===== config.mk =====
export PLATFORM = sky130hd
export DESIGN_NAME = bwsr_regs
export DESIGN_NICKNAME = d
export VERILOG_FILES = /design/src/inc/bwsr_pkg.sv /design/src/hdl/bwsr_regs.sv
export SDC_FILE = /design/constraint.sdc
export NUM_CORES = 1
export LEC_CHECK = 0
export BUFFER_PORTS_ARGS = -buffer_cell sky130_fd_sc_hd__buf_2
export CAP_MARGIN = 10
export CORE_AREA = 2 2 161 163
export DETAILED_ROUTE_END_ITERATION = 10
export DIE_AREA = 0 0 163 165
export HOLD_SLACK_MARGIN = 0.08
export PLACE_DENSITY = 0.6
export SLEW_MARGIN = 40
export SYNTH_ARGS = -nofsm -noshare
export SYNTH_HDL_FRONTEND = slang
export SYNTH_SLANG_ARGS = --single-unit

===== constraint.sdc =====
create_clock -name clock -period 2.1 [get_ports clock]
set_clock_uncertainty 0.05 [all_clocks]
set_input_delay 0.21 -clock clock [delete_from_list [all_inputs] [get_ports clock]]
set_output_delay 0.21 -clock clock [all_outputs]
set_load 0.01 [all_outputs]

===== src/inc/bwsr_pkg.sv =====
// Constants and carrier types for the bridge window and secondary status registers
package bwsr_pkg;

  // ----------------------------------------------------------------
  // Register byte offsets
  // ----------------------------------------------------------------
  localparam logic [7:0] BWSR_OFF_IO_STATUS   = 8'h1c;
  localparam logic [7:0] BWSR_OFF_MEM_WINDOW  = 8'h20;
  localparam logic [7:0] BWSR_OFF_PREF_WINDOW = 8'h24;
  localparam logic [7:0] BWSR_OFF_PREF_HIGH   = 8'h28;
  localparam logic [7:0] BWSR_OFF_BRIDGE_CTRL = 8'h3c;
  localparam int         BWSR_ADDR_BITS       = 8;

  // ----------------------------------------------------------------
  // Field positions and constant codes
  // ----------------------------------------------------------------
  localparam int         BWSR_IO_BASE_LSB    = 4;
  localparam int         BWSR_IO_CAP_LSB     = 8;
  localparam int         BWSR_IO_LIMIT_LSB   = 12;
  localparam logic [1:0] BWSR_IO_CAP_CODE    = 2'h1;
  localparam logic [1:0] BWSR_IO_BASE_CODE   = 2'h1;
  localparam int         BWSR_ST_66MHZ_BIT   = 21;
  localparam int         BWSR_ST_FB2B_BIT    = 23;
  localparam int         BWSR_ST_MPERR_BIT   = 24;
  localparam int         BWSR_ST_SEL_LSB     = 25;
  localparam logic [1:0] BWSR_ST_SEL_CODE    = 2'h1;
  localparam int         BWSR_ST_STA_BIT     = 27;
  localparam int         BWSR_ST_RTA_BIT     = 28;
  localparam int         BWSR_ST_RMA_BIT     = 29;
  localparam int         BWSR_ST_RSE_BIT     = 30;
  localparam int         BWSR_ST_DPE_BIT     = 31;
  localparam int         BWSR_LO_FIELD_LSB   = 4;
  localparam int         BWSR_HI_FIELD_LSB   = 20;
  localparam logic [3:0] BWSR_PREF_CAP_CODE  = 4'h1;
  localparam int         BWSR_PREF_CAP_HI    = 16;
  localparam int         BWSR_CTRL_PERR_BIT  = 16;

  // ----------------------------------------------------------------
  // Reset values and bus codes
  // ----------------------------------------------------------------
  localparam logic [3:0]  BWSR_RST_NIBBLE = 4'h0;
  localparam logic [11:0] BWSR_RST_FIELD  = 12'h000;
  localparam logic [31:0] BWSR_RST_WORD   = 32'h0000_0000;
  localparam logic [1:0]  BWSR_HTRANS_NSQ = 2'h2;
  localparam logic [1:0]  BWSR_HTRANS_SEQ = 2'h3;
  localparam logic        BWSR_HRESP_OKAY = 1'h0;

  // ----------------------------------------------------------------
  // Carriers
  // ----------------------------------------------------------------
  // Secondary bus events, one-cycle pulses from the bus engine
  typedef struct packed {
    logic read_parity_err;     // Parity error on read data or split response
    logic split_wr_parity_msg; // Split completion reports write parity error
    logic sending_write_data;  // Qualifies the parity fault pin
    logic signaled_tgt_abort;
    logic received_tgt_abort;
    logic received_mst_abort;
    logic addr_or_data_perr;
  } bwsr_events_t;

  // Addresses to be tested against the windows
  typedef struct packed {
    logic [63:0] mem_addr;
    logic [31:0] io_addr;
  } bwsr_probe_t;

  // Registered window hits
  typedef struct packed {
    logic io_hit;
    logic mem_hit;
    logic pref_hit;
  } bwsr_hits_t;

endpackage


===== src/hdl/bwsr_regs.sv =====
// Bridge window registers and secondary status register behind an AHB-Lite slave
//
// Added by the designer: the AHB-Lite interface to the registers.
`timescale 1ns/10ps
`default_nettype none

// How it works
// - I/O limit bits 9:8 read constant 01, 32-bit I/O addressing.
// - I/O limit bits 15:12 writable, reset zero, low twelve bits implied ones.
// - Secondary status bit 21 reads constant 1, 66 MHz capable.
// - Secondary status bit 23 reads constant 1, fast back-to-back.
// - With parity response enabled, three parity events set status bit 24.
// - Status bits 26:25 read constant 01, medium select timing.
// - Bit 27 sets when we signal target abort as target.
// - Bit 28 sets when, as master, we receive target abort.
// - Bit 29 sets on master abort: nobody claimed our transaction.
// - Bit 30 sets when the system fault pin is sampled low.
// - Bit 31 sets on address or data parity error seen.
// - Memory base bits 15:4 writable, reset zero, bits 3:0 read zero.
// - Memory limit bits 31:20 writable, reset zero, bits 19:16 read zero.
// - Prefetch base 3:0 and limit 19:16 read 0001, 64-bit capable.
// - Prefetch base bits 15:4 writable, reset zero, low bits implied zero.
// - Prefetch limit bits 31:20 writable, reset zero, low bits implied ones.
// - Prefetch base high word fully writable, reset zero, address bits 63:32.
// - Control bit 16 enables secondary parity detection for bit 24, reset zero.
// - I/O base bits 7:4 writable, reset zero, low twelve bits implied zero.
module bwsr_regs
  import bwsr_pkg::*;
(
  input  wire logic         clock,
  input  wire logic         rst_n,
  // AHB-Lite slave
  input  wire logic         hsel,
  input  wire logic [31:0]  haddr,
  input  wire logic [1:0]   htrans,
  input  wire logic         hwrite,
  input  wire logic [2:0]   hsize,
  input  wire logic [31:0]  hwdata,
  input  wire logic         hready,
  output logic      [31:0]  hrdata,
  output logic              hreadyout,
  output logic              hresp,
  // Secondary bus side
  input  wire bwsr_events_t events,
  input  wire logic         secondary_parity_fault_pin_n,
  input  wire logic         system_fault_pin_n,
  // Window decode
  input  wire bwsr_probe_t  probe,
  input  wire logic [31:0]  pref_limit_high,
  output bwsr_hits_t        hits,
  output logic              parity_resp_en
);

  // ----------------------------------------------------------------
  // Helpers
  // ----------------------------------------------------------------
  // Inclusive window test on 64-bit expanded bounds
  function automatic logic in_window(input logic [63:0] addr,
                                     input logic [63:0] lo,
                                     input logic [63:0] hi);
    in_window = (addr >= lo) && (addr <= hi);
  endfunction

  // Offset match on the word-aligned part of the address
  function automatic logic at_offset(input logic [31:0] addr,
                                     input logic [7:0]  off);
    at_offset = (addr[31:BWSR_ADDR_BITS] == '0) &&
                (addr[BWSR_ADDR_BITS-1:2] == off[BWSR_ADDR_BITS-1:2]);
  endfunction

  // ----------------------------------------------------------------
  // State
  // ----------------------------------------------------------------
  logic [3:0]  io_base_reg;
  logic [3:0]  io_limit_reg;
  logic [11:0] mem_base_reg;
  logic [11:0] mem_limit_reg;
  logic [11:0] pref_base_reg;
  logic [11:0] pref_limit_reg;
  logic [31:0] pref_high_reg;
  logic        perr_en_reg;
  logic        st_mperr_reg;
  logic        st_sta_reg;
  logic        st_rta_reg;
  logic        st_rma_reg;
  logic        st_rse_reg;
  logic        st_dpe_reg;
  logic        wr_pend_reg;
  logic [7:0]  wr_off_reg;
  logic [31:0] hrdata_reg;
  bwsr_hits_t  hits_reg;

  logic        addr_phase;
  logic        wr_now;
  logic [31:0] wdata;
  logic [31:0] io_status_word;
  logic [31:0] mem_word;
  logic [31:0] pref_word;
  logic [31:0] ctrl_word;
  logic [31:0] rd_next;
  logic        mperr_event;

  assign addr_phase = hsel && hready && (htrans == BWSR_HTRANS_NSQ || htrans == BWSR_HTRANS_SEQ);
  assign wdata      = hwdata;

  // ----------------------------------------------------------------
  // Bus slave: address phase capture
  // ----------------------------------------------------------------
  // Zero wait states, so hreadyout stays high and every answer is OKAY
  always_ff @(posedge clock) begin
    if (!rst_n) begin
      wr_pend_reg <= 1'b0;
      wr_off_reg  <= 8'h00;
      hreadyout   <= 1'b1;
      hresp       <= BWSR_HRESP_OKAY;
    end else begin
      wr_pend_reg <= addr_phase && hwrite;
      wr_off_reg  <= haddr[7:0];
      hreadyout   <= 1'b1;
      hresp       <= BWSR_HRESP_OKAY;
    end
  end

  // Write takes effect at the end of the data phase
  assign wr_now = wr_pend_reg;

  // ----------------------------------------------------------------
  // Read words
  // ----------------------------------------------------------------
  always_comb begin
    io_status_word = '0;
    io_status_word[BWSR_IO_BASE_LSB +: 4]  = io_base_reg;
    io_status_word[1:0]                    = BWSR_IO_BASE_CODE;
    io_status_word[BWSR_IO_CAP_LSB +: 2]   = BWSR_IO_CAP_CODE;
    io_status_word[BWSR_IO_LIMIT_LSB +: 4] = io_limit_reg;
    io_status_word[BWSR_ST_66MHZ_BIT]      = 1'b1;
    io_status_word[BWSR_ST_FB2B_BIT]       = 1'b1;
    io_status_word[BWSR_ST_MPERR_BIT]      = st_mperr_reg;
    io_status_word[BWSR_ST_SEL_LSB +: 2]   = BWSR_ST_SEL_CODE;
    io_status_word[BWSR_ST_STA_BIT]        = st_sta_reg;
    io_status_word[BWSR_ST_RTA_BIT]        = st_rta_reg;
    io_status_word[BWSR_ST_RMA_BIT]        = st_rma_reg;
    io_status_word[BWSR_ST_RSE_BIT]        = st_rse_reg;
    io_status_word[BWSR_ST_DPE_BIT]        = st_dpe_reg;
    mem_word  = {mem_limit_reg, 4'h0, mem_base_reg, 4'h0};
    pref_word = {pref_limit_reg, BWSR_PREF_CAP_CODE, pref_base_reg, BWSR_PREF_CAP_CODE};
    ctrl_word = '0;
    ctrl_word[BWSR_CTRL_PERR_BIT] = perr_en_reg;
  end

  // Read mux; unmapped offsets read as zero
  always_comb begin
    rd_next = BWSR_RST_WORD;
    if (at_offset(haddr, BWSR_OFF_IO_STATUS)) begin
      rd_next = io_status_word;
    end else if (at_offset(haddr, BWSR_OFF_MEM_WINDOW)) begin
      rd_next = mem_word;
    end else if (at_offset(haddr, BWSR_OFF_PREF_WINDOW)) begin
      rd_next = pref_word;
    end else if (at_offset(haddr, BWSR_OFF_PREF_HIGH)) begin
      rd_next = pref_high_reg;
    end else if (at_offset(haddr, BWSR_OFF_BRIDGE_CTRL)) begin
      rd_next = ctrl_word;
    end
  end

  // Read data latched in the address phase, so it stands in the data phase
  always_ff @(posedge clock) begin
    if (!rst_n) begin
      hrdata_reg <= BWSR_RST_WORD;
    end else if (addr_phase && !hwrite) begin
      hrdata_reg <= rd_next;
    end
  end
  assign hrdata = hrdata_reg;

  // ----------------------------------------------------------------
  // Writable window fields
  // ----------------------------------------------------------------
  always_ff @(posedge clock) begin
    if (!rst_n) begin
      io_base_reg    <= BWSR_RST_NIBBLE;
      io_limit_reg   <= BWSR_RST_NIBBLE;
      mem_base_reg   <= BWSR_RST_FIELD;
      mem_limit_reg  <= BWSR_RST_FIELD;
      pref_base_reg  <= BWSR_RST_FIELD;
      pref_limit_reg <= BWSR_RST_FIELD;
      pref_high_reg  <= BWSR_RST_WORD;
      perr_en_reg    <= 1'b0;
    end else if (wr_now) begin
      if (at_offset({24'h0, wr_off_reg}, BWSR_OFF_IO_STATUS)) begin
        io_base_reg  <= wdata[BWSR_IO_BASE_LSB +: 4];
        io_limit_reg <= wdata[BWSR_IO_LIMIT_LSB +: 4];
      end
      if (at_offset({24'h0, wr_off_reg}, BWSR_OFF_MEM_WINDOW)) begin
        mem_base_reg  <= wdata[BWSR_LO_FIELD_LSB +: 12];
        mem_limit_reg <= wdata[BWSR_HI_FIELD_LSB +: 12];
      end
      if (at_offset({24'h0, wr_off_reg}, BWSR_OFF_PREF_WINDOW)) begin
        pref_base_reg  <= wdata[BWSR_LO_FIELD_LSB +: 12];
        pref_limit_reg <= wdata[BWSR_HI_FIELD_LSB +: 12];
      end
      if (at_offset({24'h0, wr_off_reg}, BWSR_OFF_PREF_HIGH)) begin
        pref_high_reg <= wdata;
      end
      if (at_offset({24'h0, wr_off_reg}, BWSR_OFF_BRIDGE_CTRL)) begin
        perr_en_reg <= wdata[BWSR_CTRL_PERR_BIT];
      end
    end
  end
  assign parity_resp_en = perr_en_reg;

  // ----------------------------------------------------------------
  // Sticky status flags
  // ----------------------------------------------------------------
  // Parity fault pin only counts while we drive write data; gated by enable
  assign mperr_event = perr_en_reg && (events.read_parity_err || events.split_wr_parity_msg ||
                       (events.sending_write_data && !secondary_parity_fault_pin_n));

  logic st_clear;
  assign st_clear = wr_now && at_offset({24'h0, wr_off_reg}, BWSR_OFF_IO_STATUS);

  // Set wins over a same-cycle one-to-clear, so no event is lost
  always_ff @(posedge clock) begin
    if (!rst_n) begin
      st_mperr_reg <= 1'b0;
      st_sta_reg   <= 1'b0;
      st_rta_reg   <= 1'b0;
      st_rma_reg   <= 1'b0;
      st_rse_reg   <= 1'b0;
      st_dpe_reg   <= 1'b0;
    end else begin
      st_mperr_reg <= mperr_event ||
                      (st_mperr_reg && !(st_clear && wdata[BWSR_ST_MPERR_BIT]));
      st_sta_reg   <= events.signaled_tgt_abort ||
                      (st_sta_reg && !(st_clear && wdata[BWSR_ST_STA_BIT]));
      st_rta_reg   <= events.received_tgt_abort ||
                      (st_rta_reg && !(st_clear && wdata[BWSR_ST_RTA_BIT]));
      st_rma_reg   <= events.received_mst_abort ||
                      (st_rma_reg && !(st_clear && wdata[BWSR_ST_RMA_BIT]));
      st_rse_reg   <= !system_fault_pin_n ||
                      (st_rse_reg && !(st_clear && wdata[BWSR_ST_RSE_BIT]));
      st_dpe_reg   <= events.addr_or_data_perr ||
                      (st_dpe_reg && !(st_clear && wdata[BWSR_ST_DPE_BIT]));
    end
  end

  // ----------------------------------------------------------------
  // Window decode
  // ----------------------------------------------------------------
  // Expanded bounds: base low bits zero, limit low bits ones
  logic [63:0] io_lo;
  logic [63:0] io_hi;
  logic [63:0] mem_lo;
  logic [63:0] mem_hi;
  logic [63:0] pref_lo;
  logic [63:0] pref_hi;
  assign io_lo   = {48'h0, io_base_reg, 12'h000};
  assign io_hi   = {48'h0, io_limit_reg, 12'hfff};
  assign mem_lo  = {32'h0, mem_base_reg, 20'h00000};
  assign mem_hi  = {32'h0, mem_limit_reg, 20'hfffff};
  assign pref_lo = {pref_high_reg, pref_base_reg, 20'h00000};
  assign pref_hi = {pref_limit_high, pref_limit_reg, 20'hfffff};

  // Registered so the hit outputs come straight from flops, one cycle late
  always_ff @(posedge clock) begin
    if (!rst_n) begin
      hits_reg <= '0;
    end else begin
      hits_reg.io_hit   <= in_window({32'h0, probe.io_addr}, io_lo, io_hi);
      hits_reg.mem_hit  <= in_window(probe.mem_addr, mem_lo, mem_hi);
      hits_reg.pref_hit <= in_window(probe.mem_addr, pref_lo, pref_hi);
    end
  end
  assign hits = hits_reg;
endmodule

`default_nettype wire


==> impl_metrics.env, run 1 <==
export IMPL_status="completed"
export IMPL_dp_slack_ps=-124
export IMPL_crit_slowest_cell="dfxtp_2"
export IMPL_min_delay_start="rst_n"
export IMPL_gp_congestion=0.885
export IMPL_reg2regPathDepth=8
export IMPL_synth_edf_count=0
export IMPL_synth_yosys_seq_area_share=0.307
export IMPL_critPathRequiredTime_ps=2420
export IMPL_area_delta_synth_final_pct=33.9
export IMPL_synth_cell_types=59
export IMPL_critical_path_startpoint_type="flop"
export IMPL_totalWireLength_um=30400
export IMPL_synth_top_area_frac=0.307
export IMPL_first_iter_violations=595
export IMPL_ys_flop_type="dfxtp_1"
export IMPL_fillers=2557
export IMPL_avgSynthCellArea_um2=7.88
export IMPL_antenna_found_initial=3
export IMPL_syn_nets=1463
export IMPL_stdcell_count=1778
export IMPL_die_h_um=165
export IMPL_io_buffers=240
export IMPL_grtUsageTotal=0.225
export IMPL_holdPathEnd="pref_high_reg[3]"
export IMPL_clk_path_buf_depth=2
export IMPL_grt_overflow=0
export IMPL_arrival_ps=2370
export IMPL_die_x_um=163
export IMPL_synth_cells=1132
export IMPL_critical_path_class="reg -> reg"
export IMPL_hp_class="in -> reg"
export IMPL_r2r_slack_ps=50
export IMPL_htree_levels=4
export IMPL_synth_area_top_cells="dfxtp_1 (31%), ha_1 (17%), nand2_1 (10%)"
export IMPL_drive_gt1_frac=0.253
export IMPL_rr_endpoint="hits[0]"
export IMPL_crit_path_start="pref_high_reg[14]"
export IMPL_path_cells="inv_2 -> ha_4 -> nand4_1 -> nor4_4 -> nor3b_4 -> o31ai_4 -> a31oi_1 -> a2bb2oi_1"
export IMPL_yosysMostFrequentCell="nand2_1"
export IMPL_grt_max_degree=90
export IMPL_place_inst=1696
export IMPL_insertion_delay_ps=440
export IMPL_grt_pass1_vias=8655
export IMPL_seqCellArea_um2=2760
export IMPL_final_antenna_net_count=0
export IMPL_syn_area_um2=8920
export IMPL_clock_sinks=137
export IMPL_endpoint_kind="flop"
export IMPL_cts_tree="yes"
export IMPL_rsz0062_at_grt="true"
export IMPL_timing_fmax_mhz=488
export IMPL_drc_errors=0
export IMPL_vias=9091
export IMPL_setup_viol=0
export IMPL_start_util=0.356
export IMPL_whs_ps=95.5
export IMPL_cts_inserted_buffers=17
export IMPL_coreArea_um2=25000
export IMPL_reg2reg_from="pref_high_reg[14]"
export IMPL_multi_input_area_um2=5580
export IMPL_cts_setup_buffers=0
export IMPL_async_flop_share=0
export IMPL_synth_top_cell_by_area="dfxtp_1"
export IMPL_ys_ff_latch=137
export IMPL_dieArea_um2=26900
export IMPL_critical_path_buf_inv_count=1
export IMPL_setup_ws_ps=51.0
export IMPL_power_leakage_nw=5.00
export IMPL_max_cap_violations=0
export IMPL_total_power_mw=6.62
export IMPL_yosysWarningCount=0
export IMPL_slew_violations=0
export IMPL_crit_family="simple AND/OR/NAND/NOR gates"
export IMPL_setup_tns_ps=0
export IMPL_dpl_hpwl_um=23200
export IMPL_peakVddDrop_mv=0.407
export IMPL_hold_depth=2
export IMPL_synth_top_cells_by_count="nand2_1 (241), dfxtp_1 (137), inv_1 (122)"
export IMPL_wl_per_cell_um=17.1
export IMPL_finalCriticalPeriod_ps=2050
export IMPL_finalCritPeriodShare=0.976
export IMPL_dr_pass1_iters=5
export IMPL_io_pins=249
export IMPL_worst_slew_pin_slew_ps=793
export IMPL_row_count=58
export IMPL_vias_per_cell=5.11
export IMPL_num_nets_final=1763
export IMPL_cpPeakStageDelay_ps=350
export IMPL_clock_tree_root_cell="clkbuf_16"
export IMPL_max_slew_margin=0.472
export IMPL_cp_max_fo=3
export IMPL_hold_viol_final=0
export IMPL_power_density_nw_per_um2=554
export IMPL_grt_pass1_wl_um=46400
export IMPL_clk_pin_slew_ps=60
==> report_power, final <==
| part | internal (mW) | leakage, nW | switching (mW) |
|---|---|---|---|
| registers | 2.63 | 1.11 | 0.0171 |
| clock network | 1.78 | 0.268 | 1.24 |
| logic | 0.468 | 3.61 | 0.489 |
| total | 4.88 | 5.00 | 1.74 |
==> final cells by class <==
type	count	share of cell area
inverter	122	0.0383
clock buffer	19	0.0371
antenna	3	0.000628
sequential	137	0.231
multi-input combinational	819	0.467
tap	330	0.0346
timing repair buffer	335	0.179
clock inverter	13	0.0121
==> placed cells by master (no fill, tap or decap), types with 17 or more instances in the layout <==
cell type and n:
a21oi_1 43, nand2_1 241, and3_1 17, ha_1 116
dlygate4sd3_1 47, nor2_1 25, nand3_1 18, inv_1 118
buf_4 39, a21boi_0 84, nor4_1 20, nor2b_1 18
a21o_1 21, nand4_1 34, clkbuf_16 17, dfxtp_1 127
buf_2 240, o21ai_0 44
==> routing by layer <==
| metal | routed length (µm) | track usage | part of all wire |
|---|---|---|---|
| met1 | 13800 | 0.296 | 0.45 |
| met5 | 0 | 0 | 0 |
| met2 | 14000 | 0.369 | 0.46 |
| met3 | 2010 | 0.0515 | 0.066 |
| met4 | 610 | 0.0607 | 0.020 |
==> metrics by stage <==
step	cell area [µm²]	utilization
floorplan	8920	-
global placement	10800	0.430
detailed placement	10800	0.430
CTS	11800	0.473
global route	11900	0.477
finish	11900	0.477
==> what timing repair did <==
item | in CTS | in global routing
endpoints found under the hold margin | 92 | 0
hold buffers | 47 | 0
pin swaps | 1 | 7
resized for setup | 7 | 25
endpoints found under the setup margin | 1 | 2
==> worst max path at each step <==
stage | to | slack, ps | cells past startpoint
finish | hits[0] | 50 | 8
global route | hits[0] | -60 | 8
CTS | hits[0] | 10 | 8
detailed placement | hits[0] | -120 | 8
global placement | hits[0] | -60 | 8
floorplan | hits[0] | 160 | 8
==> cell families after synthesis <==
| group | after synthesis | share of synthesized area |
|---|---|---|
| buf+inv | 176 | 0.0812 |
| mux | 10 | 0.0114 |
| flops | 137 | 0.307 |
| fa+ha+maj | 120 | 0.168 |
| simple gates | 422 | 0.227 |
| other cells | 2 | 0.000842 |
| compound gates | 265 | 0.203 |
Note: power is estimated with default switching activity, not from simulation.
==> run 2: changes to the inputs <==
Settings changed: PLACE_DENSITY 0.6 to 0.58, RECOVER_POWER from default to 100.
Clock period 2.1 ns to 2.08 ns, I/O delays scaled along.
==> run 2 against run 1 <==
Compared with the run above:
- the run now ends with setup timing left
- largest power group unchanged
- register-to-register slack lost 60 ps
- combinational power grew 1%
- critical path depth is the same
- power up 0.33%
- worst setup slack got worse by 64 ps
- clock-buffer cell count fell by 2
- fmax is 2.1% lower
- sequential power barely moved
==> impl_metrics.env, run 2 (synthesized netlist as in run 1, its figures left out) <==
export IMPL_status="finished with violations"
export IMPL_violations="setup timing"
export IMPL_reg2reg_from="pref_high_reg[9]"
export IMPL_row_count=58
export IMPL_drive_gt1_frac=0.230
export IMPL_min_delay_start="haddr[4]"
export IMPL_whs_ps=78.7
export IMPL_fillers=2550
export IMPL_rr_endpoint="hits[0]"
export IMPL_pwr_share_clk=0.452
export IMPL_vias_per_cell=5.10
export IMPL_hp_class="in -> reg"
export IMPL_setup_viol=1
export IMPL_num_nets_final=1784
export IMPL_io_buffers=240
export IMPL_fin_area_um2=12000
export IMPL_critPathRequiredTime_ps=2390
export IMPL_hold_depth=2
export IMPL_clk_pin_slew_ps=60
export IMPL_antennaDiodeCount=0
export IMPL_rsz0062_at_grt="true"
export IMPL_arrival_ps=2400
export IMPL_setup_ws_ps=-13.4
export IMPL_die_h_um=165
export IMPL_grt_overflow=0
export IMPL_cp_max_fo=2
export IMPL_switching_share=0.264
export IMPL_finalCriticalPeriod_ps=2090
export IMPL_grt_pass1_vias=8875
export IMPL_timing_fmax_mhz=478
export IMPL_multi_input_area_um2=5540
export IMPL_worst_slew_pin_slew_ps=888
export IMPL_slew_violations=0
export IMPL_max_slew_margin=0.408
export IMPL_p_seq_frac=0.402
export IMPL_first_iter_violations=625
export IMPL_holdPathEnd="wr_off_reg[4]"
export IMPL_power_density_nw_per_um2=555
export IMPL_totalWireLength_um=31200
export IMPL_peakVddDrop_mv=0.359
export IMPL_gp_congestion=0.910
export IMPL_cts_tree="yes"
export IMPL_vias=9150
export IMPL_power_leakage_nw=4.93
export IMPL_start_util=0.356
export IMPL_grt_max_degree=81
export IMPL_die_x_um=163
export IMPL_busiest_layer="met2"
export IMPL_io_pins=249
export IMPL_hold_viol_final=0
export IMPL_antenna_found_initial=1
export IMPL_p_sw_mw=1.75
export IMPL_endpoint_kind="flop"
export IMPL_drc_errors=0
export IMPL_seqCellArea_um2=2750
export IMPL_insertion_delay_ps=430
export IMPL_clk_path_buf_depth=2
export IMPL_dr_pass1_iters=5
export IMPL_reg2regPathDepth=8
export IMPL_grt_pass1_wl_um=47900
export IMPL_final_cell_mix="nand2_1 (241), buf_2 (202), dfxtp_1 (132)"
export IMPL_grt_util_met3=0.0369
export IMPL_max_cap_violations=0
export IMPL_finalCritPeriodShare=1.01
export IMPL_post_dp_cell_area_um2=10900
export IMPL_coreArea_um2=25000
export IMPL_clock_sinks=137
export IMPL_final_antenna_net_count=0
export IMPL_grtUsageTotal=0.233
export IMPL_cts_inserted_buffers=17
export IMPL_total_power_mw=6.64
export IMPL_grt_use_met2=0.385
export IMPL_final_common_cell="nand2_1"
export IMPL_area_delta_synth_final_pct=34.1
export IMPL_wl_per_cell_um=17.4
export IMPL_clock_tree_root_cell="clkbuf_16"
export IMPL_p_int_mw=4.89
export IMPL_pwr_share_comb=0.146
export IMPL_r2r_slack_ps=-10
export IMPL_critical_path_startpoint_type="flop"
export IMPL_dpl_hpwl_um=23800
export IMPL_critical_path_class="reg -> reg"
export IMPL_dieArea_um2=26900
export IMPL_grt_use_met1=0.306
export IMPL_htree_levels=4
## run 2: changes by cell type in the layout (fill, tap and decap cells not counted), sizes merged
cell / delta
diode: -3
clkbuf: +45
clkinv: +1
dlygate4sd3: -4
buf: -23
clkinvlp: -1
dlymetal6s4s: +1
inv: +1
## run 2: per-stage QoR
step	setup TNS (ps)	cells	utilization	setup WS, ps
2_1_floorplan	0	1132	-	140
3_3_place_gp	-236	1715	0.436	-236
3_5_place_dp	-258	1715	0.436	-258
4_1_cts	0	1790	0.478	2.48
5_1_grt	-1440	1795	0.478	-123
6_report	-13.4	1795	0.478	-13.4
## run 2: layout make-up
cell class                      instances  share of cell area
Clock inverter                         14              0.0123
Clock buffer                           17              0.0355
Tap cell                              330              0.0345
Timing Repair Buffer                  356               0.186
Sequential cell                       137               0.230
Inverter                              122              0.0383
Multi-Input combinational cell        819               0.463
## run 2: power groups by stage
stage,registers (mW),clock network [mW],logic [mW]
6_report,2.67,3.00,0.971
5_1_grt,2.67,3.17,1.08
4_1_cts,2.67,3.03,0.963
3_5_place_dp,2.73,0,0.892
3_3_place_gp,2.73,0,0.878
2_1_floorplan,2.73,0,0.403
## run 2: how the worst max path moves through the flow
stage / start / end / slack (ps)
after floorplan: pref_high_reg[3] / hits[0] / 140
after global placement: pref_high_reg[13] / hits[0] / -240
after detailed placement: pref_high_reg[12] / hits[0] / -260
after CTS: pref_base_reg[1] / hits[0] / 2
after global routing: pref_high_reg[9] / hits[0] / -120
final: pref_high_reg[9] / hits[0] / -10
## run 2: worst max-delay path, cell delays in order (launching register included)
cell and delay (ps):
dfxtp_2 350, inv_2 60, ha_4 260, nand4_1 160
nor4_4 350, nor3b_4 330, o31ai_4 140, a31oi_1 180
a2bb2oi_1 150
## run 2: timing repair
item	in CTS	in global routing
buffers inserted	0	4
hold buffers	44	0
pin swaps	3	13
endpoints found under the hold margin	88	0
setup endpoints to repair	1	11
gates cloned	0	2
gates resized for setup	9	13
## run 2: layer usage
| metal | wire length (µm) | up-vias | share of wire |
|---|---|---|---|
| met4 | 871 | 2 | 0.028 |
| met1 | 14200 | 4247 | 0.45 |
| met2 | 14200 | 289 | 0.46 |
| li1 | - | 4573 | - |
| met3 | 1950 | 39 | 0.062 |
| met5 | 13 | - | 0.00042 |
